<file path="config.mk">
export PLATFORM = sky130hd
export DESIGN_NAME = rail_strobe_sequencer
export DESIGN_NICKNAME = d
export VERILOG_FILES = /design/src/seq_pkg.sv /design/src/hold_timer.sv /design/src/rail_strobe_sequencer.sv
export SDC_FILE = /design/constraint.sdc
export NUM_CORES = 1
export LEC_CHECK = 0
export ABC_CLOCK_PERIOD_IN_PS = 5100
export BUFFER_PORTS_ARGS = -buffer_cell sky130_fd_sc_hd__buf_2
export CAP_MARGIN = 20
export CORE_MARGIN = 2
export CORE_UTILIZATION = 54
export DETAILED_ROUTE_END_ITERATION = 7
export PLACE_DENSITY = 0.87
export SYNTH_ARGS = -nofsm -noshare
export SYNTH_HDL_FRONTEND = slang
export SYNTH_SLANG_ARGS = --single-unit
export TNS_END_PERCENT = 50
</file>
<file path="constraint.sdc">
create_clock -name clk -period 5.1 [get_ports clk]
set_input_delay 0.51 -clock clk [delete_from_list [all_inputs] [get_ports clk]]
set_output_delay 0.51 -clock clk [all_outputs]
set_load 0.02 [all_outputs]
</file>
<file path="src/seq_pkg.sv">
// Shared constants, types and configuration layout of the rail strobe sequencer
package seq_pkg;

  // Clock and time base
  localparam int unsigned CLK_HZ = 25_000_000;
  localparam int unsigned MS_PER_S = 1000;
  localparam int unsigned GAP_MIN_MS = 2;
  localparam int unsigned GAP_MAX_MS = 5;
  localparam int unsigned PD_FACTOR = 10;
  localparam int unsigned WAIT_TIMEOUT_S = 20;
  localparam int unsigned PRESS_DEFAULT_S = 8;
  localparam int unsigned PRESS_LONG_S = 15;
  localparam int unsigned PD_TOTAL_MS = 500;

  // Structure
  localparam int N_RAILS = 10;
  localparam int N_SEQ_RAILS = 8;
  localparam int N_GAPS = 9;
  localparam int STROBE_W = 4;
  localparam int GAP_CODE_W = 2;
  localparam int TIMER_W = 32;

  // Rail positions in the enable and discharge vectors
  localparam int RAIL_DCDC1 = 0;
  localparam int RAIL_DCDC4 = 3;
  localparam int RAIL_GENERAL_LINEAR_REG = 4;
  localparam int RAIL_LOAD_SWITCH_ONE = 5;
  localparam int RAIL_BACKUP_RAIL_A = 6;
  localparam int RAIL_BACKUP_RAIL_B = 7;
  localparam int RAIL_LOAD_SWITCH_TWO = 8;
  localparam int RAIL_LOAD_SWITCH_THREE = 9;

  // Strobe numbers
  localparam logic [STROBE_W-1:0] STROBE_NONE = 4'h0;
  localparam logic [STROBE_W-1:0] FIRST_STROBE = 4'h1;
  localparam logic [STROBE_W-1:0] BACKUP_LAST_STROBE = 4'h2;
  localparam logic [STROBE_W-1:0] MAIN_FIRST_STROBE = 4'h3;
  localparam logic [STROBE_W-1:0] TENTH_STROBE = 4'ha;
  localparam logic [STROBE_W-1:0] STROBE_STEP = 4'h1;

  // Reset values
  localparam logic [N_RAILS-1:0] RAIL_EN_RST = 10'h000;
  localparam logic [N_RAILS-1:0] RAIL_DIS_RST = 10'h3ff;
  localparam logic [TIMER_W-1:0] TIMER_ZERO = 32'h0000_0000;
  localparam logic [TIMER_W-1:0] TIMER_ONE = 32'h0000_0001;

  typedef enum logic [2:0] {
    ST_OFF = 3'b000,
    ST_PRE_OFF = 3'b001,
    ST_AWAIT_HOST = 3'b010,
    ST_ACTIVE = 3'b011,
    ST_SUSPEND = 3'b100,
    ST_RECOVERY = 3'b101,
    ST_PWR_DOWN = 3'b110
  } pwr_state_t;

  typedef enum logic [1:0] {
    SEQ_IDLE = 2'b00,
    SEQ_UP = 2'b01,
    SEQ_DOWN = 2'b10
  } seq_mode_t;

  typedef struct packed {
    logic [N_SEQ_RAILS-1:0][STROBE_W-1:0] strobe_assignment;
    logic [N_GAPS-1:0][GAP_CODE_W-1:0] strobe_gap_delay;
    logic powerdown_delay_factor;
    logic backup_seal_bit;
    logic long_reset_opt;
  } seq_cfg_t;

  typedef struct packed {
    logic push_button_in;
    logic adapter_detect_in;
    logic host_power_enable;
  } wake_pins_t;

  typedef struct packed {
    logic undervoltage_lockout;
    logic overheat_shutdown;
    logic rails_good_flag;
  } fault_in_t;

endpackage

</file>
<file path="src/hold_timer.sv">
// Saturating cycle counter that flags when a programmed limit is reached
`timescale 1ns/1ns
module hold_timer
  import seq_pkg::*;
(
  input wire logic clk,
  input wire logic arst_n,
  input wire logic run,
  input wire logic restart,
  input wire logic [TIMER_W-1:0] limit,
  output logic done
);

  logic [TIMER_W-1:0] count_reg;
  logic [TIMER_W-1:0] count_next;

  assign done = (count_reg >= limit);

  always_comb begin
    count_next = count_reg;
    if (restart) begin
      count_next = TIMER_ZERO;
    end else if (run && !done) begin
      count_next = count_reg + TIMER_ONE;
    end
  end

  always_ff @(posedge clk or negedge arst_n) begin
    if (!arst_n) begin
      count_reg <= TIMER_ZERO;
    end else begin
      count_reg <= count_next;
    end
  end

endmodule

</file>
<file path="src/rail_strobe_sequencer.sv">
// Power state machine and ten-strobe rail sequencer of the power manager
`timescale 1ns/1ns
module rail_strobe_sequencer
  import seq_pkg::*;
#(
  parameter int unsigned MS_CYCLES = CLK_HZ / MS_PER_S,
  parameter int unsigned WAIT_TIMEOUT_CYCLES = WAIT_TIMEOUT_S * CLK_HZ,
  parameter int unsigned PRESS_DEFAULT_CYCLES = PRESS_DEFAULT_S * CLK_HZ,
  parameter int unsigned PRESS_LONG_CYCLES = PRESS_LONG_S * CLK_HZ,
  parameter int unsigned PD_TOTAL_CYCLES = PD_TOTAL_MS * (CLK_HZ / MS_PER_S)
)
(
  input wire logic clk,
  input wire logic arst_n,
  input wire wake_pins_t pins,
  input wire fault_in_t faults,
  input wire seq_cfg_t cfg,
  input wire logic enable_write,
  input wire logic [N_RAILS-1:0] enable_write_data,
  output logic [N_RAILS-1:0] rail_enable,
  output logic [N_RAILS-1:0] rail_discharge,
  output pwr_state_t power_state,
  output logic sequencer_busy
);

  // Gap length in cycles for a gap code, stretched on power-down when asked
  function automatic logic [TIMER_W-1:0] gap_cycles(input logic [GAP_CODE_W-1:0] code,
                                                    input logic stretch);
    logic [TIMER_W-1:0] ms;
    ms = TIMER_W'(GAP_MIN_MS) + TIMER_W'(code);
    if (ms > TIMER_W'(GAP_MAX_MS)) begin
      ms = TIMER_W'(GAP_MAX_MS);
    end
    ms = ms * TIMER_W'(MS_CYCLES);
    if (stretch) begin
      ms = ms * TIMER_W'(PD_FACTOR);
    end
    return ms;
  endfunction

  // True when rail idx belongs to strobe s; backup rails only on strobes one and two, other rails only on strobe three and later
  function automatic logic strobe_hits(input int idx, input logic [STROBE_W-1:0] code,
                                       input logic [STROBE_W-1:0] s);
    logic backup;
    backup = (idx == RAIL_BACKUP_RAIL_A) || (idx == RAIL_BACKUP_RAIL_B);
    if (code == STROBE_NONE || code != s) begin
      return 1'b0;
    end
    if (backup) begin
      return (s <= BACKUP_LAST_STROBE);
    end
    return (s >= MAIN_FIRST_STROBE);
  endfunction

  // Main state
  pwr_state_t state_reg;
  pwr_state_t state_next;
  pwr_state_t target_reg;
  pwr_state_t target_next;
  logic pb_prev_reg;
  logic ac_prev_reg;
  logic host_prev_reg;

  // Sequencer state
  seq_mode_t mode_reg;
  seq_mode_t mode_next;
  logic [STROBE_W-1:0] strobe_reg;
  logic [STROBE_W-1:0] strobe_next;
  logic first_reg;
  logic first_next;
  logic [STROBE_W-1:0] gap_sel_reg;
  logic [STROBE_W-1:0] gap_sel_next;

  // Rails
  logic [N_RAILS-1:0] rail_en_reg;
  logic [N_RAILS-1:0] rail_en_next;
  logic [N_RAILS-1:0] discharge_reg;
  logic [N_RAILS-1:0] discharge_next;

  // Events and timers
  logic pb_fall;
  logic ac_fall;
  logic host_rise;
  logic fault_trip;
  logic good_fail;
  logic wake_ok;
  logic start_up;
  logic start_down;
  logic fire;
  logic gap_done;
  logic state_done;
  logic press_done;
  logic press_run;
  logic idle_hold;
  logic [TIMER_W-1:0] gap_limit;
  logic [TIMER_W-1:0] state_limit;
  logic [TIMER_W-1:0] press_limit;

  assign pb_fall = pb_prev_reg && !pins.push_button_in;
  assign ac_fall = ac_prev_reg && !pins.adapter_detect_in;
  assign host_rise = !host_prev_reg && pins.host_power_enable;
  assign wake_ok = !faults.undervoltage_lockout && !faults.overheat_shutdown;
  assign fault_trip = !wake_ok;
  // Supervisor loss only counts once the rails have been fully brought up
  assign good_fail = (state_reg == ST_ACTIVE) && (mode_reg == SEQ_IDLE) &&
                     !faults.rails_good_flag;
  assign sequencer_busy = (mode_reg != SEQ_IDLE) || (state_reg == ST_PWR_DOWN);
  assign fire = (mode_reg != SEQ_IDLE) && (first_reg || gap_done);
  assign idle_hold = !pins.push_button_in || !pins.adapter_detect_in ||
                     pins.host_power_enable;
  assign press_run = !pins.push_button_in &&
                     ((state_reg == ST_AWAIT_HOST) || (state_reg == ST_ACTIVE) ||
                      (state_reg == ST_SUSPEND));
  assign gap_limit = gap_cycles(cfg.strobe_gap_delay[gap_sel_reg],
                                (mode_reg == SEQ_DOWN) && cfg.powerdown_delay_factor);
  assign state_limit = (state_reg == ST_PWR_DOWN) ? TIMER_W'(PD_TOTAL_CYCLES) :
                       TIMER_W'(WAIT_TIMEOUT_CYCLES);
  assign press_limit = cfg.long_reset_opt ? TIMER_W'(PRESS_LONG_CYCLES) :
                       TIMER_W'(PRESS_DEFAULT_CYCLES);

  hold_timer u_gap_timer (
    .clk(clk),
    .arst_n(arst_n),
    .run(mode_reg != SEQ_IDLE),
    .restart(fire || start_up || start_down),
    .limit(gap_limit),
    .done(gap_done)
  );

  hold_timer u_state_timer (
    .clk(clk),
    .arst_n(arst_n),
    .run(1'b1),
    .restart((state_next != state_reg) ||
             ((state_reg == ST_AWAIT_HOST) && idle_hold)),
    .limit(state_limit),
    .done(state_done)
  );

  hold_timer u_press_timer (
    .clk(clk),
    .arst_n(arst_n),
    .run(press_run),
    .restart(!press_run || (state_next != state_reg)),
    .limit(press_limit),
    .done(press_done)
  );

  // Power state transitions
  always_comb begin
    state_next = state_reg;
    target_next = target_reg;
    start_up = 1'b0;
    start_down = 1'b0;
    case (state_reg)
      ST_OFF: begin
        if (wake_ok && (pb_fall || ac_fall || host_rise || !pins.adapter_detect_in)) begin
          start_up = 1'b1;
        end
      end
      ST_PRE_OFF: begin
        if (wake_ok && (pb_fall || ac_fall || host_rise)) begin
          start_up = 1'b1;
        end
      end
      ST_SUSPEND: begin
        if (fault_trip) begin
          start_down = 1'b1;
          target_next = ST_RECOVERY;
        end else if (press_done) begin
          start_down = 1'b1;
          target_next = ST_PRE_OFF;
        end else if (pb_fall || ac_fall || pins.host_power_enable) begin
          start_up = 1'b1;
        end
      end
      ST_AWAIT_HOST: begin
        if (fault_trip) begin
          start_down = 1'b1;
          target_next = ST_RECOVERY;
        end else if (press_done || state_done) begin
          start_down = 1'b1;
          target_next = ST_PRE_OFF;
        end else if (pins.host_power_enable) begin
          state_next = ST_ACTIVE;
        end
      end
      ST_ACTIVE: begin
        if (fault_trip || good_fail) begin
          start_down = 1'b1;
          target_next = ST_RECOVERY;
        end else if (press_done) begin
          start_down = 1'b1;
          target_next = ST_PRE_OFF;
        end else if (!pins.host_power_enable) begin
          start_down = 1'b1;
          target_next = ST_SUSPEND;
        end
      end
      ST_RECOVERY: begin
        if (wake_ok) begin
          start_up = 1'b1;
        end
      end
      ST_PWR_DOWN: begin
        if (state_done) begin
          state_next = target_reg;
        end
      end
      default: begin
        state_next = ST_OFF;
      end
    endcase
    if (start_up) begin
      state_next = ST_AWAIT_HOST;
    end
    if (start_down) begin
      state_next = ST_PWR_DOWN;
    end
  end

  // Strobe stepping
  always_comb begin
    mode_next = mode_reg;
    strobe_next = strobe_reg;
    first_next = 1'b0;
    gap_sel_next = gap_sel_reg;
    if (start_down) begin
      mode_next = SEQ_DOWN;
      strobe_next = TENTH_STROBE;
      first_next = 1'b1;
    end else if (start_up) begin
      mode_next = SEQ_UP;
      strobe_next = FIRST_STROBE;
      first_next = 1'b1;
    end else if (state_reg == ST_PWR_DOWN && state_done) begin
      mode_next = SEQ_IDLE;
    end else if (fire) begin
      case (mode_reg)
        SEQ_UP: begin
          if (strobe_reg == TENTH_STROBE) begin
            mode_next = SEQ_IDLE;
          end else begin
            gap_sel_next = strobe_reg - FIRST_STROBE;
            strobe_next = strobe_reg + STROBE_STEP;
          end
        end
        SEQ_DOWN: begin
          if (strobe_reg == FIRST_STROBE ||
              (strobe_reg == MAIN_FIRST_STROBE && cfg.backup_seal_bit)) begin
            mode_next = SEQ_IDLE;
          end else begin
            gap_sel_next = strobe_reg - BACKUP_LAST_STROBE;
            strobe_next = strobe_reg - STROBE_STEP;
          end
        end
        default: begin
          mode_next = SEQ_IDLE;
        end
      endcase
    end
  end

  // Rail enables and discharge paths
  always_comb begin
    rail_en_next = rail_en_reg;
    if (enable_write && !sequencer_busy) begin
      rail_en_next = enable_write_data;
    end
    if (fire) begin
      for (int i = 0; i < N_SEQ_RAILS; i++) begin
        if (strobe_hits(i, cfg.strobe_assignment[i], strobe_reg)) begin
          rail_en_next[i] = (mode_reg == SEQ_UP);
        end
      end
    end
    if (start_down && target_next != ST_SUSPEND) begin
      for (int i = RAIL_DCDC1; i <= RAIL_LOAD_SWITCH_ONE; i++) begin
        if (cfg.strobe_assignment[i] == STROBE_NONE) begin
          rail_en_next[i] = 1'b0;
        end
      end
    end
    if (state_reg == ST_PWR_DOWN && state_done && target_reg != ST_SUSPEND) begin
      rail_en_next[RAIL_LOAD_SWITCH_TWO] = 1'b0;
      rail_en_next[RAIL_LOAD_SWITCH_THREE] = 1'b0;
    end
    discharge_next = ~rail_en_next;
  end

  always_ff @(posedge clk or negedge arst_n) begin
    if (!arst_n) begin
      state_reg <= ST_OFF;
      target_reg <= ST_PRE_OFF;
      pb_prev_reg <= 1'b1;
      ac_prev_reg <= 1'b1;
      host_prev_reg <= 1'b0;
      mode_reg <= SEQ_IDLE;
      strobe_reg <= STROBE_NONE;
      first_reg <= 1'b0;
      gap_sel_reg <= STROBE_NONE;
      rail_en_reg <= RAIL_EN_RST;
      discharge_reg <= RAIL_DIS_RST;
    end else begin
      state_reg <= state_next;
      target_reg <= target_next;
      pb_prev_reg <= pins.push_button_in;
      ac_prev_reg <= pins.adapter_detect_in;
      host_prev_reg <= pins.host_power_enable;
      mode_reg <= mode_next;
      strobe_reg <= strobe_next;
      first_reg <= first_next;
      gap_sel_reg <= gap_sel_next;
      rail_en_reg <= rail_en_next;
      discharge_reg <= discharge_next;
    end
  end

  assign rail_enable = rail_en_reg;
  assign rail_discharge = discharge_reg;
  assign power_state = state_reg;

endmodule

</file>
After elaboration in Yosys (flattened, before gate mapping) --
Index checks and enable logic that the tools add are counted.
Storage, ports and cells: bits in registers 136, input port bits 72, output and inout bits 24, logic and storage cells 265
Operators by class: $add $sub $neg 7, multipliers 2, magnitude comparators 7, eq/ne operators 30, mux-type cells 125, bitwise operators 4, reductions and logical operators 76
Operators by type and width (count):
- two-way mux 32 bit | 7
- adder 32 x 1 -> 32 bit (second input constant) | 3
- two-way mux 1 bit | 75
- >= comparator 32 x 29 -> 1 bit | 2
- two-way mux 29 bit | 2
- two-way mux 3 bit | 14
- >= comparator 32 bit | 1
- logical NOT 4 bit | 8
- multiplier 32 x 12 -> 29 bit (second input constant) | 1
- two-way mux 4 bit | 8
- != test 4 bit | 8
- multiplier 29 x 3 -> 28 bit (second input constant) | 1
- logical OR 1 bit | 25
- logical AND 1 bit | 19
- case mux 3 bit (3 select lines) | 2
- two-way mux 2 bit | 8
- case mux 4 bit (2 select lines) | 2
- logical NOT 1 bit | 11
- two-way mux 10 bit | 1
- inverter 10 bit | 1
- equality test 3 bit (second input constant) | 3
- != test 3 bit (second input constant) | 3
- binary-select mux 2 bit (select 4 bit) | 1
- two-way mux 8 bit | 1
- other kinds (35) | 44

Logic depth before layout (Yosys ltp) --
depth after elaboration 22, depth in mapped cells 21, gate-level depth less buffers 19

Hierarchy --
Synthesis repeated with hierarchy kept, for this count alone.
Unflattened totals: cells, all modules 1308, area, all modules 11369.7 µm²
By module, submodules not included:
- hold_timer at u_gap_timer ... | times used 2, cells an instance 312, area an instance 2677.6 µm², seq. area each 800.8 µm²
- rail_strobe_sequencer | times used 1, cells an instance 355, area an instance 3238.1 µm², seq. area each 1017.2 µm²
- hold_timer at u_state_timer | times used 1, cells an instance 329, area an instance 2776.4 µm², seq. area each 800.8 µm²

Least setup slack after synthesis --
Ideal clock, no wire load.
path type register to register, from register gap_sel_reg[0], to register rail_en_reg[7] (netlist: rail_enable[7]), setup time 125 ps, arrival time 4925 ps, required time 4975 ps, slack 50 ps, cell stages (with the launch flop) 19, buffers on the path 1, period minus slack after synthesis 5050 ps, path through dfrtp_1 clkbuf_1 mux4_2 mux2i_1 nor2_1 a21oi_1 inv_1 ha_1 ha_1 a21oi_1 nand2_1 ha_1 nand2_1 or4_1 a211oi_2 o31ai_1 or4_1 nor3_1 mux2_2
Between the ends: word-level cells in the longest chain between the ends 12
RTL lines:
- from (decl) | line rail_strobe_sequencer.sv:71 | logic [STROBE_W-1:0] gap_sel_reg;
- from (signal assigned) | line rail_strobe_sequencer.sv:313 | gap_sel_reg <= gap_sel_next;
- binary-select mux 2 bit (select 4 bit) * | line rail_strobe_sequencer.sv:114 | assign gap_limit = gap_cycles(cfg.strobe_gap_delay[gap_sel_reg],
- two-way mux 2 bit (implied by the code) * | line rail_strobe_sequencer.sv:114
- adder 2 x 2 -> 3 bit * | line rail_strobe_sequencer.sv:30 | ms = TIMER_W'(GAP_MIN_MS) + TIMER_W'(code);
- > comparator 3 bit | line rail_strobe_sequencer.sv:31 | if (ms > TIMER_W'(GAP_MAX_MS)) begin
- two-way mux 3 bit * | line rail_strobe_sequencer.sv:31
- multiplier 32 x 12 -> 29 bit * | line rail_strobe_sequencer.sv:34 | ms = ms * TIMER_W'(MS_CYCLES);
- multiplier 29 x 3 -> 28 bit | line rail_strobe_sequencer.sv:36 | ms = ms * TIMER_W'(PD_FACTOR);
- two-way mux 32 bit * | line rail_strobe_sequencer.sv:35 | if (stretch) begin
- >= comparator 32 bit * | line hold_timer.sv:17 | assign done = (count_reg >= limit);
- logical OR 1 bit * | line rail_strobe_sequencer.sv:108 | assign fire = (mode_reg != SEQ_IDLE) && (first_reg || gap_done);
- logical AND 1 bit * | line rail_strobe_sequencer.sv:108
- two-way mux 8 bit * | line rail_strobe_sequencer.sv:270 | if (fire) begin
- net rail_en_next[7] | line rail_strobe_sequencer.sv:76 | logic [N_RAILS-1:0] rail_en_next;
- to (signal assigned) | line rail_strobe_sequencer.sv:314 | rail_en_reg <= rail_en_next;
- to (decl) | line rail_strobe_sequencer.sv:75 | logic [N_RAILS-1:0] rail_en_reg;
The timed path passes the listed nets; every way through them passes the cells marked *. The select of a mux whose other input is x is not followed. A chain may end at the register's enable or synchronous reset.

Final worst setup path --
from register gap_sel_reg[0], to register rail_en_reg[6] (netlist: rail_enable[6])
Same word-level chain as after synthesis.

==> out/metrics.yaml <==
status:
  outcome: "completed"
logic_synthesis:
  ys_seq_elements: 136
  synth_cells: 995
  async_flop_share_pct: 100
  seq_area_frac_synth_pct: 37.7
  synth-edff-count: 0
  synth_area_per_cell_sq_um: 9.11
  yosys_warnings: 0
  ys.flop_type: "dfrtp_1"
  synth_cell_types: 63
  synth_area_sq_um: 9070
floorplanning:
  core_sq_um: 16500
  ioPinCount: 96
  dieWidth_um: 134
  die_y_um: 134
  start_util_pct: 54.9
  rows: 47
  die_area_sq_um: 17800
setup_path:
  cp_cell_sequence: "mux4_2, mux2i_1, nor2_1, a21oi_1, inv_1, ha_1, o21ai_0, xnor2_1, nand2_1, ha_1, nand2_1, or4_1, a211oi_2, o31ai_2, or4_1, nor3_1, mux2_2"
  crit_path_start_kind: "flop"
  critPathMaxFanout: 6
  crit_arrival_ns: 5.18
  crit_type: "reg2reg"
  slowest_delay_ns: 0.54
  required_ns: 5.41
  end_kind: "flop"
  crit_slowest_cell: "or4_1"
grt:
  grt_pass1_vias: 7531
  grt_max_degree: 104
  gr-usage-all-layers_pct: 25.0
  overflow: 0
  antenna_found_initial: 0
  grt_first_pass_wirelength_mm: 36.7
clocking:
  cts_tree: "done"
  cts_buffer_depth: 2
  clkSinkCount: 136
  clkLatencyLatePin_ns: 0.42
  root_buffer: "clkbuf_16"
  postCtsSetupRepairBufs: 0
  postCtsHoldBufs: 0
  h-tree-depth: 4
  cts.clk_slew.worst_paths_ns: 0.06
  numCtsBuffers: 17
routing:
  ant_nets: 0
  wl_per_cell_um: 16.6
  vias: 7831
  drtIter0Drc: 646
  wl_mm: 21.9
  drc: 0
  dr.pass1.iters: 5
  vias_per_cell: 5.95
final_layout:
  fillCellCount: 1249
  num-nets-final: 1227
  fin_util_pct: 63.1
  layout_common_cells: "122 x dfrtp_1, 102 x nor3_1, 94 x buf_2, 78 x xnor2_1, 72 x ha_1"
  layout-drive-gt1-share_pct: 16.8
  diodes: 0
  final_common_cell: "dfrtp_1"
  syn_to_final_growth_pct: 14.9
  instances_no_fill: 1316
  multiInputGateArea_sq_um: 5330
  regArea_sq_um: 3420
power_and_ir_drop:
  p_leak_nw: 4.53
  irDropWorstVdd_uv: 382
  p_per_area_nw_per_um2: 410
sta:
  slew_viol_final: 0
  max_freq_mhz: 205
  hold_viol: 0
  tightest_slew_ns: 0.939
  finClkSkew_ns: 0.0116
  period_share_pct: 95.6
  setup_viol: 0
  relSlewSlack_pct: 37.4
  min_period_ns: 4.88
flow_run:
  max_cap_viol_count: 0
placement:
  gp_congestion: 0.908
  hpwlAfterDp_mm: 15.2
  port_buffers: 95
  dp_cells: 1282
hold_path:
  hp-class: "in2async"
## kinds of logic (layout without fill, tap and decap cells)
kind of cell | after synthesis | in the layout | share of synthesized area (%)
adders and majority gates | 72 | 72 | 9.94
buffers and inverters | 95 | 195 | 3.96
and+or+nand+nor | 397 | 397 | 22.9
xor gates and xnor gates | 103 | 103 | 9.95
AOI/OAI and AO/OA | 156 | 156 | 11.0
other | 2 | 3 | 0.0828
DFF | 136 | 136 | 37.7
muxes | 34 | 34 | 4.48
## worst max-delay path, delay by kind of cell, from the launching register on
family | cells | cell delay (ns)
xor gates and xnor gates | 1 | 0.15
buffers and inverters | 1 | 0.15
DFF | 1 | 0.45
muxes | 3 | 1.09
AOI/OAI and AO/OA | 4 | 0.78
adders and majority gates | 2 | 0.57
and+or+nand+nor | 6 | 1.57
## per-stage QoR
| step | hold slack, ns | power (W) | setup WS, ns | cell area, sq um | setup TNS [ns] |
|---|---|---|---|---|---|
| finish | 0.212 | 0.00428 | 0.223 | 10400 | 0 |
| global route | 0.206 | 0.00452 | -0.00661 | 10400 | -0.00661 |
| CTS | 0.199 | 0.00426 | 0.230 | 10400 | 0 |
| detailed placement | 0.498 | 0.00302 | 0.209 | 9810 | 0 |
| global placement | 0.480 | 0.00297 | 0.363 | 9810 | 0 |
| floorplan | 0.214 | 0.00255 | 0.0505 | 9070 | 0 |
## synthesized netlist by cell type, types with 8 or more instances
cell | instances | area share, %
mux2_2 | 13 | 1.6
nor2_1 | 58 | 2.4
dfrtp_1 | 123 | 34
or4_1 | 8 | 0.66
nand2_1 | 69 | 2.9
xor2_1 | 25 | 2.4
a21oi_1 | 53 | 2.9
xnor2_1 | 78 | 7.5
nor3_1 | 103 | 5.7
mux2i_1 | 17 | 1.9
and3_1 | 22 | 1.5
inv_1 | 53 | 2.2
dfstp_2 | 13 | 3.8
o21ai_0 | 31 | 1.7
a21o_1 | 14 | 1.2
ha_1 | 72 | 9.9
o31ai_1 | 10 | 0.83
nand3_1 | 32 | 1.8
clkbuf_1 | 33 | 1.4
nand4_1 | 39 | 2.7
nor4_1 | 24 | 1.7
## layer usage
layer	global-route usage (%)	routed length, um	vias to the layer above
met5	0	0	-
met4	7.33	391	0
met3	4.60	1310	37
met2	41.0	10400	280
met1	34.0	9730	3755
li1	-	-	3759
## layout make-up
cell class / instances / share of cell area (%)
multi-input combinational: 765 / 51.1
sequential: 136 / 32.8
timing repair buffer: 109 / 5.82
clock buffer: 24 / 4.72
tap: 220 / 2.64
inverter: 54 / 1.94
clock inverter: 8 / 0.912
## worst paths after layout
kind	start	to	slack (ns)	cells after the start
hold / removal	arst_n	u_press_timer.count_reg[12]	0.21	1
hold reg to reg	u_gap_timer.count_reg[27]	u_gap_timer.count_reg[27]	0.51	1
setup / recovery	gap_sel_reg[0]	rail_enable[6]	0.22	17
min in group clk	pins[2]	pb_prev_reg	0.21	1
setup reg to reg	gap_sel_reg[0]	rail_enable[6]	0.22	17
max in group asynchronous	arst_n	rail_discharge[6]	3.84	2
## power by group
part	leakage, nW	internal (W)	switching, W	total (W)
clock	0.286	0.000768	0.000446	0.00121
sequential	1.79	0.00125	0.000172	0.00142
combinational	2.46	0.000632	0.00101	0.00164
total	4.53	0.00265	0.00163	0.00428
## timing repair
action | in CTS | in global routing
endpoints found under the setup margin | 0 | 4
endpoints found under the hold margin | 0 | 0
gates resized for setup | 0 | 2
(Power assumes the default switching activity.)
